### config.mk
export PLATFORM = sky130hd
export DESIGN_NAME = rtcpg_top
export DESIGN_NICKNAME = d
export VERILOG_FILES = /design/src/hdl/rtcpg_pkg.sv /design/src/hdl/rtcpg_sqw_if.sv /design/src/hdl/rtcpg_sqw_gen.sv /design/src/hdl/rtcpg_top.sv
export SDC_FILE = /design/constraint.sdc
export NUM_CORES = 1
export LEC_CHECK = 0
export BUFFER_PORTS_ARGS = -buffer_cell sky130_fd_sc_hd__buf_4
export CORE_ASPECT_RATIO = 1.5
export CORE_MARGIN = 2
export CORE_UTILIZATION = 29
export CTS_CLUSTER_SIZE = 16
export DETAILED_ROUTE_END_ITERATION = 8
export HOLD_SLACK_MARGIN = 0.1
export PLACE_DENSITY_LB_ADDON = 0.08
export SLEW_MARGIN = 20
export SYNTH_ARGS = -nofsm -noshare
export SYNTH_HDL_FRONTEND = slang
export SYNTH_SLANG_ARGS = --single-unit
### constraint.sdc
create_clock -name clk -period 2.5 [get_ports clk]
set_clock_uncertainty 0.1 [all_clocks]
set_input_delay 0.375 -clock clk [delete_from_list [all_inputs] [get_ports clk]]
set_output_delay 0.375 -clock clk [all_outputs]
set_load 0.02 [all_outputs]
### src/hdl/rtcpg_pkg.sv
// Constants shared by the power gate and square-wave logic.
// Assumes a 100 MHz system clock and a 32.768 kHz oscillator pin.
`default_nettype none

package rtcpg_pkg;

  // ---------------------------------------------------------------
  // Register offsets (byte addresses)
  // ---------------------------------------------------------------
  localparam logic [7:0] ADDR_CTRL_A = 8'h00;
  localparam logic [7:0] ADDR_CTRL_B = 8'h04;
  localparam logic [7:0] ADDR_EXT = 8'h08;
  localparam logic [7:0] ADDR_STATUS = 8'h0c;
  localparam logic [7:0] ADDR_SECONDS = 8'h10;

  // ---------------------------------------------------------------
  // Field positions
  // ---------------------------------------------------------------
  localparam int A_RATE_LSB = 0;
  localparam int RATE_W = 4;
  localparam int A_DIV_LSB = 4;
  localparam int DIV_SEL_W = 3;
  localparam int B_SQW_EN = 3;
  localparam int EXT_FIXED_32K_OUTPUT_ENABLE = 0;
  localparam int EXT_ABE = 1;
  localparam int EXT_OSC_EN = 2;
  localparam int ST_PF = 0;
  localparam int ST_ACCESS = 1;
  localparam int ST_AUX = 2;
  localparam int ST_SQW = 3;
  localparam int ST_RECOVER = 4;

  // ---------------------------------------------------------------
  // Reset values
  // ---------------------------------------------------------------
  localparam logic [7:0] CTRL_A_RST = 8'h00;
  localparam logic [7:0] CTRL_B_RST = 8'h00;
  localparam logic [7:0] EXT_RST = 8'h00;
  localparam logic [2:0] DIV_SEL_PWRUP = 3'h2;
  localparam logic [1:0] CHAIN_RESET_CODE = 2'h3;

  // ---------------------------------------------------------------
  // Timing
  // ---------------------------------------------------------------
  localparam longint CLK_HZ = 100000000;
  localparam longint RECOVERY_DELAY_MS = 20;
  localparam longint RECOVERY_CYCLES = (RECOVERY_DELAY_MS * CLK_HZ + 999) / 1000;
  localparam int DIV_STAGES = 15;

  typedef enum logic [1:0] {
    GATE_FAIL,
    GATE_RECOVER,
    GATE_OPEN
  } rtcpg_gate_t;

endpackage : rtcpg_pkg

`default_nettype wire

### src/hdl/rtcpg_sqw_if.sv
// Signals between the gate top and the divider/square-wave generator.
// Assumes both ends run on the same system clock.
`default_nettype none

interface rtcpg_sqw_if;
  logic oscTick;
  logic oscLevel;
  logic oscEnable;
  logic chainReset;
  logic [3:0] rateSel;
  logic sqwEnable;
  logic fixed32kEnable;
  logic squareWave;
  logic secondTick;

  modport gen (
    input oscTick, oscLevel, oscEnable, chainReset, rateSel, sqwEnable, fixed32kEnable,
    output squareWave, secondTick
  );
  modport ctl (
    output oscTick, oscLevel, oscEnable, chainReset, rateSel, sqwEnable, fixed32kEnable,
    input squareWave, secondTick
  );
endinterface : rtcpg_sqw_if

`default_nettype wire

### src/hdl/rtcpg_sqw_gen.sv
// Fifteen-stage divider chain and square-wave tap selection.
// Assumes oscTick is a one-cycle pulse per synchronised oscillator rise.
`default_nettype none

module rtcpg_sqw_gen #(
  parameter int STAGES = rtcpg_pkg::DIV_STAGES
) (
  // Clock and reset
  input wire logic clk,
  input wire logic arst_n,
  // Control and result
  rtcpg_sqw_if.gen sq
);

  logic [STAGES-1:0] divChain;
  logic [3:0] tapIdx;
  logic tapValid;

  // ---------------------------------------------------------------
  // Tap decode
  // ---------------------------------------------------------------
  function automatic logic [4:0] rateTap(input logic [3:0] rate);
    case (rate)
      4'h0: rateTap = 5'h00;
      4'h1: rateTap = 5'h16;
      4'h2: rateTap = 5'h17;
      default: rateTap = {1'b1, rate - 4'h2};
    endcase
  endfunction : rateTap

  assign {tapValid, tapIdx} = rateTap(sq.rateSel);

  // ---------------------------------------------------------------
  // Divider chain
  // ---------------------------------------------------------------
  always_ff @(posedge clk or negedge arst_n) begin
    if (!arst_n) begin
      divChain <= '0;
    end else if (sq.chainReset) begin
      divChain <= '0;
    end else if (sq.oscTick && sq.oscEnable) begin
      divChain <= divChain + 1'b1;
    end
  end

  assign sq.secondTick = sq.oscTick && sq.oscEnable && !sq.chainReset && (&divChain);

  // ---------------------------------------------------------------
  // Square-wave output
  // ---------------------------------------------------------------
  always_ff @(posedge clk or negedge arst_n) begin
    if (!arst_n) begin
      sq.squareWave <= 1'b0;
    end else if (sq.fixed32kEnable) begin
      sq.squareWave <= sq.oscLevel && sq.oscEnable;
    end else if (sq.sqwEnable && tapValid) begin
      sq.squareWave <= divChain[tapIdx];
    end else begin
      sq.squareWave <= 1'b0;
    end
  end

endmodule : rtcpg_sqw_gen

`default_nettype wire

### src/hdl/rtcpg_top.sv
// Power-fail access gate, oscillator control and square-wave select.
// Assumes an APB master on clk and asynchronous supply and oscillator pins.
`default_nettype none

module rtcpg_top #(
  parameter longint RECOVERY_CYCLES = rtcpg_pkg::RECOVERY_CYCLES
) (
  // Clock and reset
  input wire logic clk,
  input wire logic arst_n,
  // APB slave
  input wire logic psel,
  input wire logic penable,
  input wire logic pwrite,
  input wire logic [7:0] paddr,
  input wire logic [31:0] pwdata,
  output logic [31:0] prdata,
  output logic pready,
  output logic pslverr,
  // Supply and oscillator pins
  input wire logic oscClkIn,
  input wire logic power_fail_trip,
  input wire logic aux_battery_supply,
  input wire logic kickstart_in_n,
  // Output pins
  output logic square_wave_out,
  output logic squareWaveOutOe,
  output logic power_on_out_n,
  output logic powerOnOutOe
);

  localparam int RC_W = 32;
  localparam logic [RC_W-1:0] REC_LAST = RC_W'(RECOVERY_CYCLES - 1);

  rtcpg_sqw_if sq ();

  // ---------------------------------------------------------------
  // Local state
  // ---------------------------------------------------------------
  logic [3:0] syncA;
  logic [3:0] syncB;
  logic oscPrev;
  logic oscLevel;
  logic supplyLow;
  logic auxPresent;
  logic kickLow;
  logic [7:0] ctrlA;
  logic [7:0] ctrlB;
  logic [7:0] extReg;
  logic [31:0] seconds;
  rtcpg_pkg::rtcpg_gate_t gate;
  rtcpg_pkg::rtcpg_gate_t next_gate;
  logic [RC_W-1:0] recCount;
  logic accessOpen;
  logic chainReset;
  logic oscEnable;
  logic powerUp;
  logic setupPhase;
  logic accessPhase;
  logic reqError;
  logic mapped;
  logic wrTake;
  logic [31:0] next_prdata;
  logic keep32k;

  // ---------------------------------------------------------------
  // Decode helpers
  // ---------------------------------------------------------------
  function automatic logic gateShut(input logic isOpen, input logic isLow);
    gateShut = !isOpen || isLow;
  endfunction : gateShut

  function automatic logic writeHit(input logic take, input logic [7:0] addr,
      input logic [7:0] regAddr);
    writeHit = take && (addr == regAddr);
  endfunction : writeHit

  // ---------------------------------------------------------------
  // Pin synchronisers
  // ---------------------------------------------------------------
  always_ff @(posedge clk or negedge arst_n) begin
    if (!arst_n) begin
      // Reset looks like power fail: no early power-up, no false tick
      syncA <= 4'ha;
      syncB <= 4'ha;
    end else begin
      syncA <= {kickstart_in_n, aux_battery_supply, power_fail_trip, oscClkIn};
      syncB <= syncA;
    end
  end

  assign oscLevel = syncB[0];
  assign supplyLow = syncB[1];
  assign auxPresent = syncB[2];
  assign kickLow = !syncB[3];

  always_ff @(posedge clk or negedge arst_n) begin
    if (!arst_n) begin
      oscPrev <= 1'b0;
    end else begin
      oscPrev <= oscLevel;
    end
  end

  // ---------------------------------------------------------------
  // Derived control
  // ---------------------------------------------------------------
  assign oscEnable = extReg[rtcpg_pkg::EXT_OSC_EN];
  assign chainReset = (ctrlA[rtcpg_pkg::A_DIV_LSB+2 -: 2] == rtcpg_pkg::CHAIN_RESET_CODE);
  assign accessOpen = (gate == rtcpg_pkg::GATE_OPEN);
  assign powerUp = (gate == rtcpg_pkg::GATE_FAIL) && !supplyLow;
  assign keep32k = extReg[rtcpg_pkg::EXT_FIXED_32K_OUTPUT_ENABLE] && extReg[rtcpg_pkg::EXT_ABE] && auxPresent;

  // ---------------------------------------------------------------
  // Divider and square-wave generator
  // ---------------------------------------------------------------
  assign sq.oscTick = oscLevel && !oscPrev;
  assign sq.oscLevel = oscLevel;
  assign sq.oscEnable = oscEnable;
  assign sq.chainReset = chainReset;
  assign sq.rateSel = ctrlA[rtcpg_pkg::A_RATE_LSB +: rtcpg_pkg::RATE_W];
  assign sq.sqwEnable = ctrlB[rtcpg_pkg::B_SQW_EN];
  assign sq.fixed32kEnable = extReg[rtcpg_pkg::EXT_FIXED_32K_OUTPUT_ENABLE];

  rtcpg_sqw_gen #(
    .STAGES(rtcpg_pkg::DIV_STAGES)
  ) u_gen (
    .clk(clk),
    .arst_n(arst_n),
    .sq(sq.gen)
  );

  // ---------------------------------------------------------------
  // Access gate state machine
  // ---------------------------------------------------------------
  always_comb begin
    next_gate = gate;
    case (gate)
      rtcpg_pkg::GATE_FAIL: begin
        if (!supplyLow) begin
          if (!oscEnable) begin
            next_gate = rtcpg_pkg::GATE_OPEN;
          end else begin
            next_gate = rtcpg_pkg::GATE_RECOVER;
          end
        end
      end
      rtcpg_pkg::GATE_RECOVER: begin
        if (supplyLow) begin
          next_gate = rtcpg_pkg::GATE_FAIL;
        end else if (recCount >= REC_LAST && oscEnable && !chainReset) begin
          next_gate = rtcpg_pkg::GATE_OPEN;
        end
      end
      rtcpg_pkg::GATE_OPEN: begin
        if (supplyLow) begin
          next_gate = rtcpg_pkg::GATE_FAIL;
        end
      end
      default: begin
        next_gate = rtcpg_pkg::GATE_FAIL;
      end
    endcase
  end

  always_ff @(posedge clk or negedge arst_n) begin
    if (!arst_n) begin
      gate <= rtcpg_pkg::GATE_FAIL;
    end else begin
      gate <= next_gate;
    end
  end

  always_ff @(posedge clk or negedge arst_n) begin
    if (!arst_n) begin
      recCount <= '0;
    end else if (gate != rtcpg_pkg::GATE_RECOVER) begin
      recCount <= '0;
    end else if (recCount < REC_LAST) begin
      recCount <= recCount + 1'b1;
    end
  end

  // ---------------------------------------------------------------
  // APB request decode
  // ---------------------------------------------------------------
  assign setupPhase = psel && !penable;
  assign accessPhase = psel && penable;
  assign pready = 1'b1;
  assign pslverr = accessPhase && reqError;
  assign wrTake = accessPhase && pwrite && !reqError;

  always_comb begin
    case (paddr)
      rtcpg_pkg::ADDR_CTRL_A,
      rtcpg_pkg::ADDR_CTRL_B,
      rtcpg_pkg::ADDR_EXT,
      rtcpg_pkg::ADDR_STATUS,
      rtcpg_pkg::ADDR_SECONDS: mapped = 1'b1;
      default: mapped = 1'b0;
    endcase
  end

  // Request error is latched in setup while the gate is shut or the address is unmapped
  always_ff @(posedge clk or negedge arst_n) begin
    if (!arst_n) begin
      reqError <= 1'b0;
    end else if (setupPhase) begin
      reqError <= gateShut(accessOpen, supplyLow) || !mapped;
    end
  end

  // ---------------------------------------------------------------
  // Read data
  // ---------------------------------------------------------------
  always_comb begin
    next_prdata = '0;
    case (paddr)
      rtcpg_pkg::ADDR_CTRL_A: next_prdata = {24'h000000, ctrlA};
      rtcpg_pkg::ADDR_CTRL_B: next_prdata = {24'h000000, ctrlB};
      rtcpg_pkg::ADDR_EXT: next_prdata = {24'h000000, extReg};
      rtcpg_pkg::ADDR_STATUS: begin
        next_prdata[rtcpg_pkg::ST_PF] = supplyLow;
        next_prdata[rtcpg_pkg::ST_ACCESS] = accessOpen;
        next_prdata[rtcpg_pkg::ST_AUX] = auxPresent;
        next_prdata[rtcpg_pkg::ST_SQW] = sq.squareWave;
        next_prdata[rtcpg_pkg::ST_RECOVER] = (gate == rtcpg_pkg::GATE_RECOVER);
      end
      rtcpg_pkg::ADDR_SECONDS: next_prdata = seconds;
      default: next_prdata = '0;
    endcase
  end

  always_ff @(posedge clk or negedge arst_n) begin
    if (!arst_n) begin
      prdata <= '0;
    end else if (setupPhase) begin
      if (gateShut(accessOpen, supplyLow) || pwrite) begin
        prdata <= '0;
      end else begin
        prdata <= next_prdata;
      end
    end
  end

  // ---------------------------------------------------------------
  // Control register A: rate and divider select
  // ---------------------------------------------------------------
  always_ff @(posedge clk or negedge arst_n) begin
    if (!arst_n) begin
      ctrlA <= rtcpg_pkg::CTRL_A_RST;
    end else if (powerUp) begin
      ctrlA[rtcpg_pkg::A_DIV_LSB +: rtcpg_pkg::DIV_SEL_W] <= rtcpg_pkg::DIV_SEL_PWRUP;
    end else if (writeHit(wrTake, paddr, rtcpg_pkg::ADDR_CTRL_A)) begin
      ctrlA <= {1'b0, pwdata[6:0]};
    end
  end

  // ---------------------------------------------------------------
  // Control register B: square-wave enable
  // ---------------------------------------------------------------
  always_ff @(posedge clk or negedge arst_n) begin
    if (!arst_n) begin
      ctrlB <= rtcpg_pkg::CTRL_B_RST;
    end else if (writeHit(wrTake, paddr, rtcpg_pkg::ADDR_CTRL_B)) begin
      ctrlB <= pwdata[7:0];
    end
  end

  // ---------------------------------------------------------------
  // Extended control: 32k enable, aux enable, oscillator enable
  // ---------------------------------------------------------------
  always_ff @(posedge clk or negedge arst_n) begin
    if (!arst_n) begin
      extReg <= rtcpg_pkg::EXT_RST;
    end else if (powerUp) begin
      extReg[rtcpg_pkg::EXT_FIXED_32K_OUTPUT_ENABLE] <= 1'b1;
      extReg[rtcpg_pkg::EXT_OSC_EN] <= 1'b1;
    end else if (writeHit(wrTake, paddr, rtcpg_pkg::ADDR_EXT)) begin
      extReg <= {5'h00, pwdata[2:0]};
    end
  end

  // ---------------------------------------------------------------
  // Timekeeping
  // ---------------------------------------------------------------
  always_ff @(posedge clk or negedge arst_n) begin
    if (!arst_n) begin
      seconds <= '0;
    end else if (writeHit(wrTake, paddr, rtcpg_pkg::ADDR_SECONDS)) begin
      seconds <= pwdata;
    end else if (sq.secondTick) begin
      seconds <= seconds + 32'h00000001;
    end
  end

  // ---------------------------------------------------------------
  // Square-wave pin
  // ---------------------------------------------------------------
  always_ff @(posedge clk or negedge arst_n) begin
    if (!arst_n) begin
      square_wave_out <= 1'b0;
      squareWaveOutOe <= 1'b0;
    end else if (supplyLow) begin
      square_wave_out <= keep32k && sq.squareWave;
      squareWaveOutOe <= keep32k;
    end else begin
      square_wave_out <= sq.squareWave;
      squareWaveOutOe <= 1'b1;
    end
  end

  // ---------------------------------------------------------------
  // Power-on pin: open drain, pulled low by kickstart in power fail when aux is enabled and present
  // ---------------------------------------------------------------
  assign power_on_out_n = 1'b0;

  always_ff @(posedge clk or negedge arst_n) begin
    if (!arst_n) begin
      powerOnOutOe <= 1'b0;
    end else if (supplyLow) begin
      powerOnOutOe <= kickLow && extReg[rtcpg_pkg::EXT_ABE] && auxPresent;
    end else begin
      powerOnOutOe <= 1'b0;
    end
  end

endmodule : rtcpg_top

`default_nettype wire

### Word level (Yosys, flattened, before mapping)

Cells that the tools add are included.

* register bits: 145
* bits of input ports: 49
* output and inout port bits: 38
* logic and storage cells: 115

* muxes and demuxes: 29
* eq/ne operators: 13
* reductions and logical operators: 47
* $lt $le $gt $ge: 3
* add/sub/neg operators: 4
* bitwise logic cells: 1

Operators with widths (number)
* $mux 32: 5
* $pmux 27 s3: 1
* $add 32x1->32 const B: 2
* $ge 32x21->1 const B: 1
* $lt 32x21->1 const B: 1
* $mux 15: 2
* $pmux 5 s5: 1
* $logic_and 1x1->1: 23
* $eq 8x4->1 const B: 2
* $add 15x1->15 const B: 1
* $pmux 5 s3: 1
* $reduce_and 15->1: 1
* $mux 2: 5
* $reduce_bool 2->1: 5
* $mux 1: 9
* $eq 8x3->1 const B: 1
* $eq 8x5->1 const B: 1
* $logic_not 1->1: 8
* $logic_not 8->1: 1
* $mux 7: 1
* $mux 3: 2
* $pmux 2 s3: 1
* $lt 4x5->1 const B: 1
* $reduce_or 5->1: 1
* 15 further kinds: 20

### Logic depth before layout (Yosys ltp)

Gate-level depths: netlist (run 1).

* depth after elaboration: 7
* depth in mapped cells: 8
* depth with buffers taken out: 6

### By module

From an unflattened synthesis (run 1), not the netlist that was laid out.

* cells, all modules: 712
* area, all modules: 7163.1 um^2

Modules (own cells, without submodules)
* rtcpg_top: cells each 581, times used 1, seq. area each 3233.1 um^2, area an instance 6072.1 um^2
* rtcpg_sqw_gen: cells each 131, times used 1, seq. area each 400.4 um^2, area an instance 1091.0 um^2

### Worst setup path before layout (run 1)

OpenSTA, ideal clock, no wires.

* path kind: input to register
* from: in paddr[0]
* to: reg ctrlB[0]
* path slack: 167 ps
* buffers on the path: 1
* stages: 5
* library setup time: 125 ps
* arrival time: 2108 ps
* required time: 2275 ps
* cells stage by stage: or4_1 > buf_2 > nor4_2 > nand2_2 > mux2_2

* longest elaborated chain between the ends: 2

RTL lines
* from (decl): line rtcpg_top.sv:15 `input wire logic [7:0] paddr,`
* $eq 8x3->1: line rtcpg_top.sv:75 `writeHit = take && (addr == regAddr);`
* $logic_and 1x1->1: line rtcpg_top.sv:75
* to (signal assigned): line rtcpg_top.sv:264 `ctrlB <= rtcpg_pkg::CTRL_B_RST;`
* to (signal assigned): line rtcpg_top.sv:266 `ctrlB <= pwdata[7:0];`
* to (decl): line rtcpg_top.sv:48 `logic [7:0] ctrlB;`

No other way between the ends.
A chain may end at the register's enable or synchronous reset.

### Worst setup path in the final report (run 1)

* from: reg recCount[12]
* to: reg recCount[9]

* longest elaborated chain between the ends: 2

RTL lines
* from (decl): line rtcpg_top.sv:53 `logic [RC_W-1:0] recCount;`
* from (signal assigned): line rtcpg_top.sv:180 `recCount <= recCount + 1'b1;`
* $lt 32x21->1: line rtcpg_top.sv:179 `end else if (recCount < REC_LAST) begin`
* $reduce_bool 2->1 (no line)

No other way between the ends.

==> results.py, run 1 <==
metrics = {
    "clock_tree": {
        "cts_tree": "done",
        "clock_latency_ns": 0.43,
        "htree_num_levels": 4,
        "clkSlewWorstSetupHoldPaths_ns": 0.06,
        "clockBufferDepth": 2,
        "numCtsBuffers": 17,
        "root_buffer": "clkbuf_16",
        "cts_sinks": 145,
    },
    "power": {
        "power_frac_comb": 0.095,
        "pwr-share-seq": 0.431,
        "peakVddDrop_mv": 0.473,
        "swShare": 0.245,
        "intPower_uw": 4360,
        "p_leak_uw": 0.00407,
        "netSwitchingPower_uw": 1420,
        "power_density_nw_per_um2": 611,
        "pwr-share-clk": 0.474,
    },
    "synth": {
        "synth_edf_count": 0,
        "yosysWarnings": 0,
        "yosysTopAreaCellShare": 0.480,
        "synth_area_per_cell_um2": 9.84,
        "synth.area.top_cells": "dfrtp_1 (48%), a22o_1 (3.7%), nand2_1 (3.3%)",
        "yosysTopAreaCell": "dfrtp_1",
        "yosysMostFrequentCell": "dfrtp_1",
        "yosysUniqueCellTypes": 69,
        "synth_common_cells": "dfrtp_1 (141), nand2_1 (65), nor2_1 (53), o21ai_0 (40), clkbuf_1 (37)",
        "synthCells": 747,
        "synth-main-ff-cell": "dfrtp_1",
        "async_reset_ff_frac": 1.00,
        "synth-seq-cells": 145,
        "synth_area_um2": 7350,
        "synth_nets": 800,
        "synth-seq-area-share": 0.494,
    },
    "die": {
        "pin_count": 87,
        "fp.dieH_um": 199,
        "dieWidth_um": 134,
        "dieArea_um2": 26700,
        "core-area_um2": 25000,
        "initial_core_util": 0.294,
        "rows": 71,
    },
    "cells_and_area": {
        "diodes": 0,
        "finish.net_count": 923,
        "syn2layout_area_growth_pct": 28.6,
        "drive_gt1_frac": 0.225,
        "finish.utilization": 0.379,
    },
    "global_route": {
        "grt_max_degree": 63,
        "grt_pass1_vias": 6355,
        "grtUsageTotal": 0.170,
        "antenna_found_initial": 0,
        "grt_pass1_wl_mm": 35.0,
        "grt_remaining_overflow": 0,
    },
    "placement": {
        "place_ws_ns": 0.0808,
        "io_buffers": 84,
        "dp_hpwl_mm": 16.4,
        "place.gp.congestion": 0.813,
    },
    "outcome": {
        "status": "complete, no violations",
    },
    "timing": {
        "layout_setup_ws_ns": 0.136,
        "period_share": 0.946,
        "report.final.setup_viol": 0,
        "relSlewSlack": 0.562,
        "final_hold_viol_count": 0,
        "tightest_slew_ns": 0.648,
        "rsz0062_at_grt": "false",
        "finalSetupTns_ns": 0,
        "period_needed_ns": 2.36,
        "finalMaxSlewViolations": 0,
        "whs_ns": 0.114,
        "fmax_ghz": 0.423,
    },
    "critical_path": {
        "crit_path_end_kind": "register",
        "worst-endpoint-arrival_ns": 2.62,
        "worstSetupPathType": "register to register",
        "critPathRequiredTime_ns": 2.75,
        "critPathMaxFanout": 38,
        "cp-start-kind": "register",
        "r2r_start": "recCount[12]$_DFFE_PN0P_",
        "critPathLaunch": "recCount[12]$_DFFE_PN0P_",
    },
    "route": {
        "viasPerCell": 5.18,
        "drt_iter0_drc": 331,
        "drt-total-wl_mm": 22.0,
        "drc": 0,
        "detail-route-antenna-nets": 0,
        "drt_pre_antenna_iters": 5,
        "wl_per_cell_um": 18.2,
        "num_vias": 6277,
    },
    "job": {
        "cap_violations": 0,
    },
    "worst_hold_path": {
        "holdCritStartpoint": "pwdata[6]",
        "min_path_type": "input pin to register",
    },
}
[power groups by stage]
stage	combinational (uW)	sequential (uW)	clock [uW]
after global placement	512	2530	0
final	550	2490	2740
after detailed placement	527	2530	0
after CTS	557	2490	2810
after floorplan	247	2530	0
after global routing	617	2500	2910
[layout by cell type, fill, tap and decap left out, types with 4 or more instances in the layout]
cell type      instances
dfrtp_1              141
buf_4                130
nand2_1               65
nor2_1                53
o21ai_0               40
nand3_1               34
a22o_1                31
a21oi_1               27
nand4_1               26
or3_1                 23
dlygate4sd3_1         22
nor4_1                21
xnor2_1               18
and2_1                17
clkbuf_16             17
or4_1                 16
a31oi_1               14
mux2_2                14
and4_1                13
o31ai_1               11
xor2_1                11
and3_1                10
nand2b_1              10
nor3_1                 8
inv_1                  7
mux2i_1                6
o211ai_1               5
a222oi_1               5
a22oi_1                5
a21o_1                 4
nor2b_1                4
ha_1                   4
clkinvlp_4             4
bufinv_16              4
buf_12                 4
dfstp_2                4
[flip-flops by register name, summed over array words and instances, names as in the netlist]
| name | cells |
|---|---|
| seconds | 32 |
| ctrlB | 8 |
| reqError | 1 |
| squareWaveOutOe | 1 |
| ctrlA | 7 |
| extReg | 3 |
| powerOnOutOe | 1 |
| recCount | 32 |
| u_gen.divChain | 15 |
| oscPrev | 1 |
| prdata | 32 |
| syncB | 4 |
| gate | 2 |
| syncA | 4 |
| square_wave_out | 1 |
| u_gen.sq.squareWave | 1 |
[stage by stage]
step / cell area (um^2) / total power, uW / instances
after floorplan: 7350 / 2780 / 747
after global placement: 8590 / 3040 / 1155
after detailed placement: 8590 / 3060 / 1155
after CTS: 9430 / 5860 / 1208
after global routing: 9450 / 6030 / 1211
final: 9450 / 5780 / 1211
[layout make-up]
type                    count  area (um^2)
fillers                  2484        15500
flip-flops and latches    145         3630
multi-input cells         541         3460
repair buffers            157         1290
clock buffers              19          443
well taps                 328          410
clock inverters            13          186
inverters                   8         30.0
[cell families (layout without fill, tap and decap cells)]
group,Yosys count,after routing,synth area share
flops,145,145,0.494
buf+inv,61,197,0.0364
fa+ha+maj,4,4,0.00681
compound gates,160,160,0.150
xor+xnor,29,29,0.0346
simple gates,326,326,0.247
other cells,2,2,0.00102
mux,20,20,0.0296
[critical path: stages, from the launching register on]
cell      delay, ns
dfrtp_1        0.42
or4_1          0.51
o211ai_1       0.20
nand3_1        0.14
buf_12         0.19
or4_1          0.54
a21oi_1        0.18
[what timing repair did]
| action | CTS | global route |
|---|---|---|
| hold buffers | 21 | 1 |
| hold endpoints to repair | 78 | 1 |
| gates resized for setup | 0 | 1 |
| buffers inserted | 0 | 2 |
| endpoints found under the setup margin | 0 | 10 |
[final timing paths]
check	end	slack, ns	depth (start not counted)
max	recCount[9]$_DFFE_PN0P_	0.14	6
min	seconds[6]$_DFFE_PN0P_	0.11	3
max reg2reg	recCount[9]$_DFFE_PN0P_	0.14	6
min reg2reg	syncB[1]$_DFF_PN1_	0.26	0
max in group asynchronous	syncA[1]$_DFF_PN1_	1.15	3
min in group asynchronous	prdata[12]$_DFFE_PN0P_	0.42	2
[routing by layer]
layer  part of all wire  track usage  up-vias
met1               0.39        0.184     3097
met4              0.024       0.0662        0
met3              0.030       0.0321       29
met5                  0            0        -
met2               0.56        0.323      120
li1                   -            -     3031
Note: power is estimated with default switching activity, not from simulation.
==> run 2, diff against run 1 <==
Settings changed: PLACE_DENSITY set to 0.59, PLACE_DENSITY_LB_ADDON 0.08 to unset.
==> run 2 against run 1 <==
Net effect: die area unchanged; sequential power hardly changed; critical path depth is 1 higher; critical endpoint is now seconds[31]$_DFFE_PN0P_; largest cell class unchanged; largest power group unchanged; highest routed layer unchanged.
==> results.py, run 2 (same netlist as run 1, synthesis figures left out) <==
metrics = {
    "critical_path": {
        "crit_family": "simple AND/OR/NAND/NOR gates",
        "worst-path-buf-inv": 1,
        "cp-start-kind": "register",
        "worstSetupPathType": "register to register",
        "worst-endpoint-arrival_ns": 2.58,
        "critPathMaxFanout": 11,
        "crit_path_end_kind": "register",
        "slowest_stage": "or3_4",
        "reg2reg_slack_ns": 0.16,
        "critPathRequiredTime_ns": 2.74,
        "r2r_start": "u_gen.divChain[1]$_DFFE_PN0P_",
        "rr_endpoint": "seconds[31]$_DFFE_PN0P_",
        "r2r_cells": 7,
        "path_cells": "ha_1 > and4b_1 > nand4_1 > or3_4 > buf_4 > or3_1 > a31oi_1",
        "max_stage_delay_ns": 0.43,
    },
    "global_route": {
        "grt_pass1_wl_mm": 32.9,
        "grt_pass1_vias": 6186,
        "grt_max_degree": 56,
        "grt_remaining_overflow": 0,
        "antenna_found_initial": 2,
        "grtUsageTotal": 0.157,
    },
    "worst_hold_path": {
        "holdCritStartpoint": "pwdata[6]",
        "min_path_type": "input pin to register",
        "hold_depth": 3,
        "worstHoldEndpoint": "seconds[6]$_DFFE_PN0P_",
    },
    "timing": {
        "period_needed_ns": 2.34,
        "report.final.setup_viol": 0,
        "rsz0062_at_grt": "false",
        "finalMaxSlewViolations": 0,
        "relSlewSlack": 0.624,
        "period_share": 0.935,
        "tightest_slew_ns": 0.564,
        "final_hold_viol_count": 0,
        "fmax_ghz": 0.428,
        "finalSetupTns_ns": 0,
        "whs_ns": 0.122,
    },
    "clock_tree": {
        "cts_resized": 0,
        "clock_latency_ns": 0.43,
        "cts_hold_buf": 20,
        "root_buffer": "clkbuf_16",
        "numCtsBuffers": 17,
        "cts_tree": "done",
        "htree_num_levels": 4,
        "clockBufferDepth": 2,
        "post_cts_buffers": 0,
        "clkSlewWorstSetupHoldPaths_ns": 0.06,
        "cts_sinks": 145,
    },
    "placement": {
        "dp_hpwl_mm": 14.5,
        "dp_cells": 1158,
        "place.gp.congestion": 0.816,
        "io_buffers": 84,
    },
    "route": {
        "drc": 0,
        "wl_per_cell_um": 16.6,
        "drt_pre_antenna_iters": 5,
        "drt-total-wl_mm": 20.1,
        "drt_iter0_drc": 335,
        "num_vias": 6316,
        "viasPerCell": 5.22,
        "detail-route-antenna-nets": 0,
    },
    "cells_and_area": {
        "reg.largest.list": "prdata (32), recCount (32), seconds (32)",
        "num-fill-cells": 2447,
        "final_cells": 1210,
        "syn2layout_area_growth_pct": 28.0,
        "final_cell_mix": "dfrtp_1 (141), buf_4 (130), nand2_1 (65)",
        "finish.net_count": 922,
        "final_common_cell": "dfrtp_1",
        "drive_gt1_frac": 0.223,
    },
    "die": {
        "rows": 71,
        "core-area_um2": 25000,
        "dieWidth_um": 134,
        "initial_core_util": 0.294,
        "pin_count": 87,
        "dieArea_um2": 26700,
        "fp.dieH_um": 199,
    },
    "outcome": {
        "status": "complete, no violations",
    },
    "power": {
        "p_leak_uw": 0.00405,
        "power_density_nw_per_um2": 594,
        "peakVddDrop_mv": 0.443,
    },
    "job": {
        "cap_violations": 0,
    },
}
-- run 2: layout make-up --
type                       count  area [um^2]  share of cell area
multi-input combinational    541         3460               0.368
inverter                       8         30.0             0.00319
timing repair buffer         156         1290               0.137
antenna                        2         5.00            0.000532
clock buffer                  20          447              0.0475
clock inverter                10          136              0.0145
tap                          328          410              0.0436
sequential                   145         3630               0.386
-- run 2: layer usage --
layer  track usage  up-vias  part of all wire
met5             0        -                 0
met4        0.0646        0             0.022
met3        0.0334       26             0.041
met2         0.267      144              0.51
met1         0.194     3118              0.43
li1              -     3028                 -
-- run 2: worst max path at each step --
stage / start / cells after the start / end
6_report: u_gen.divChain[1]$_DFFE_PN0P_ / 7 / seconds[31]$_DFFE_PN0P_
5_1_grt: u_gen.divChain[1]$_DFFE_PN0P_ / 7 / seconds[31]$_DFFE_PN0P_
4_1_cts: u_gen.divChain[1]$_DFFE_PN0P_ / 6 / seconds[24]$_DFFE_PN0P_
3_5_place_dp: paddr[0] / 7 / ctrlB[7]$_DFFE_PN0P_
3_3_place_gp: u_gen.divChain[1]$_DFFE_PN0P_ / 8 / seconds[28]$_DFFE_PN0P_
2_1_floorplan: paddr[0] / 5 / ctrlB[0]$_DFFE_PN0P_
-- run 2: tightest hold or removal path: stages --
cell     delay, ns
buf_4         0.12
nand2_1       0.05
o21ai_0       0.06
-- run 2: through the flow --
step           cell area (um^2)  total power (uW)  setup WS (ns)   util
6_report                   9410              5590          0.163  0.377
5_1_grt                    9410              5830        0.00298  0.377
4_1_cts                    9410              5650          0.129  0.377
3_5_place_dp               8620              3040          0.157  0.345
3_3_place_gp               8620              3030          0.154  0.345
2_1_floorplan              7350              2780          0.167      -
-- run 2: report_power, final --
part | total (uW) | internal (uW) | switching, uW
sequential | 2500 | 2420 | 75.9
combinational | 517 | 231 | 286
clock | 2570 | 1580 | 991
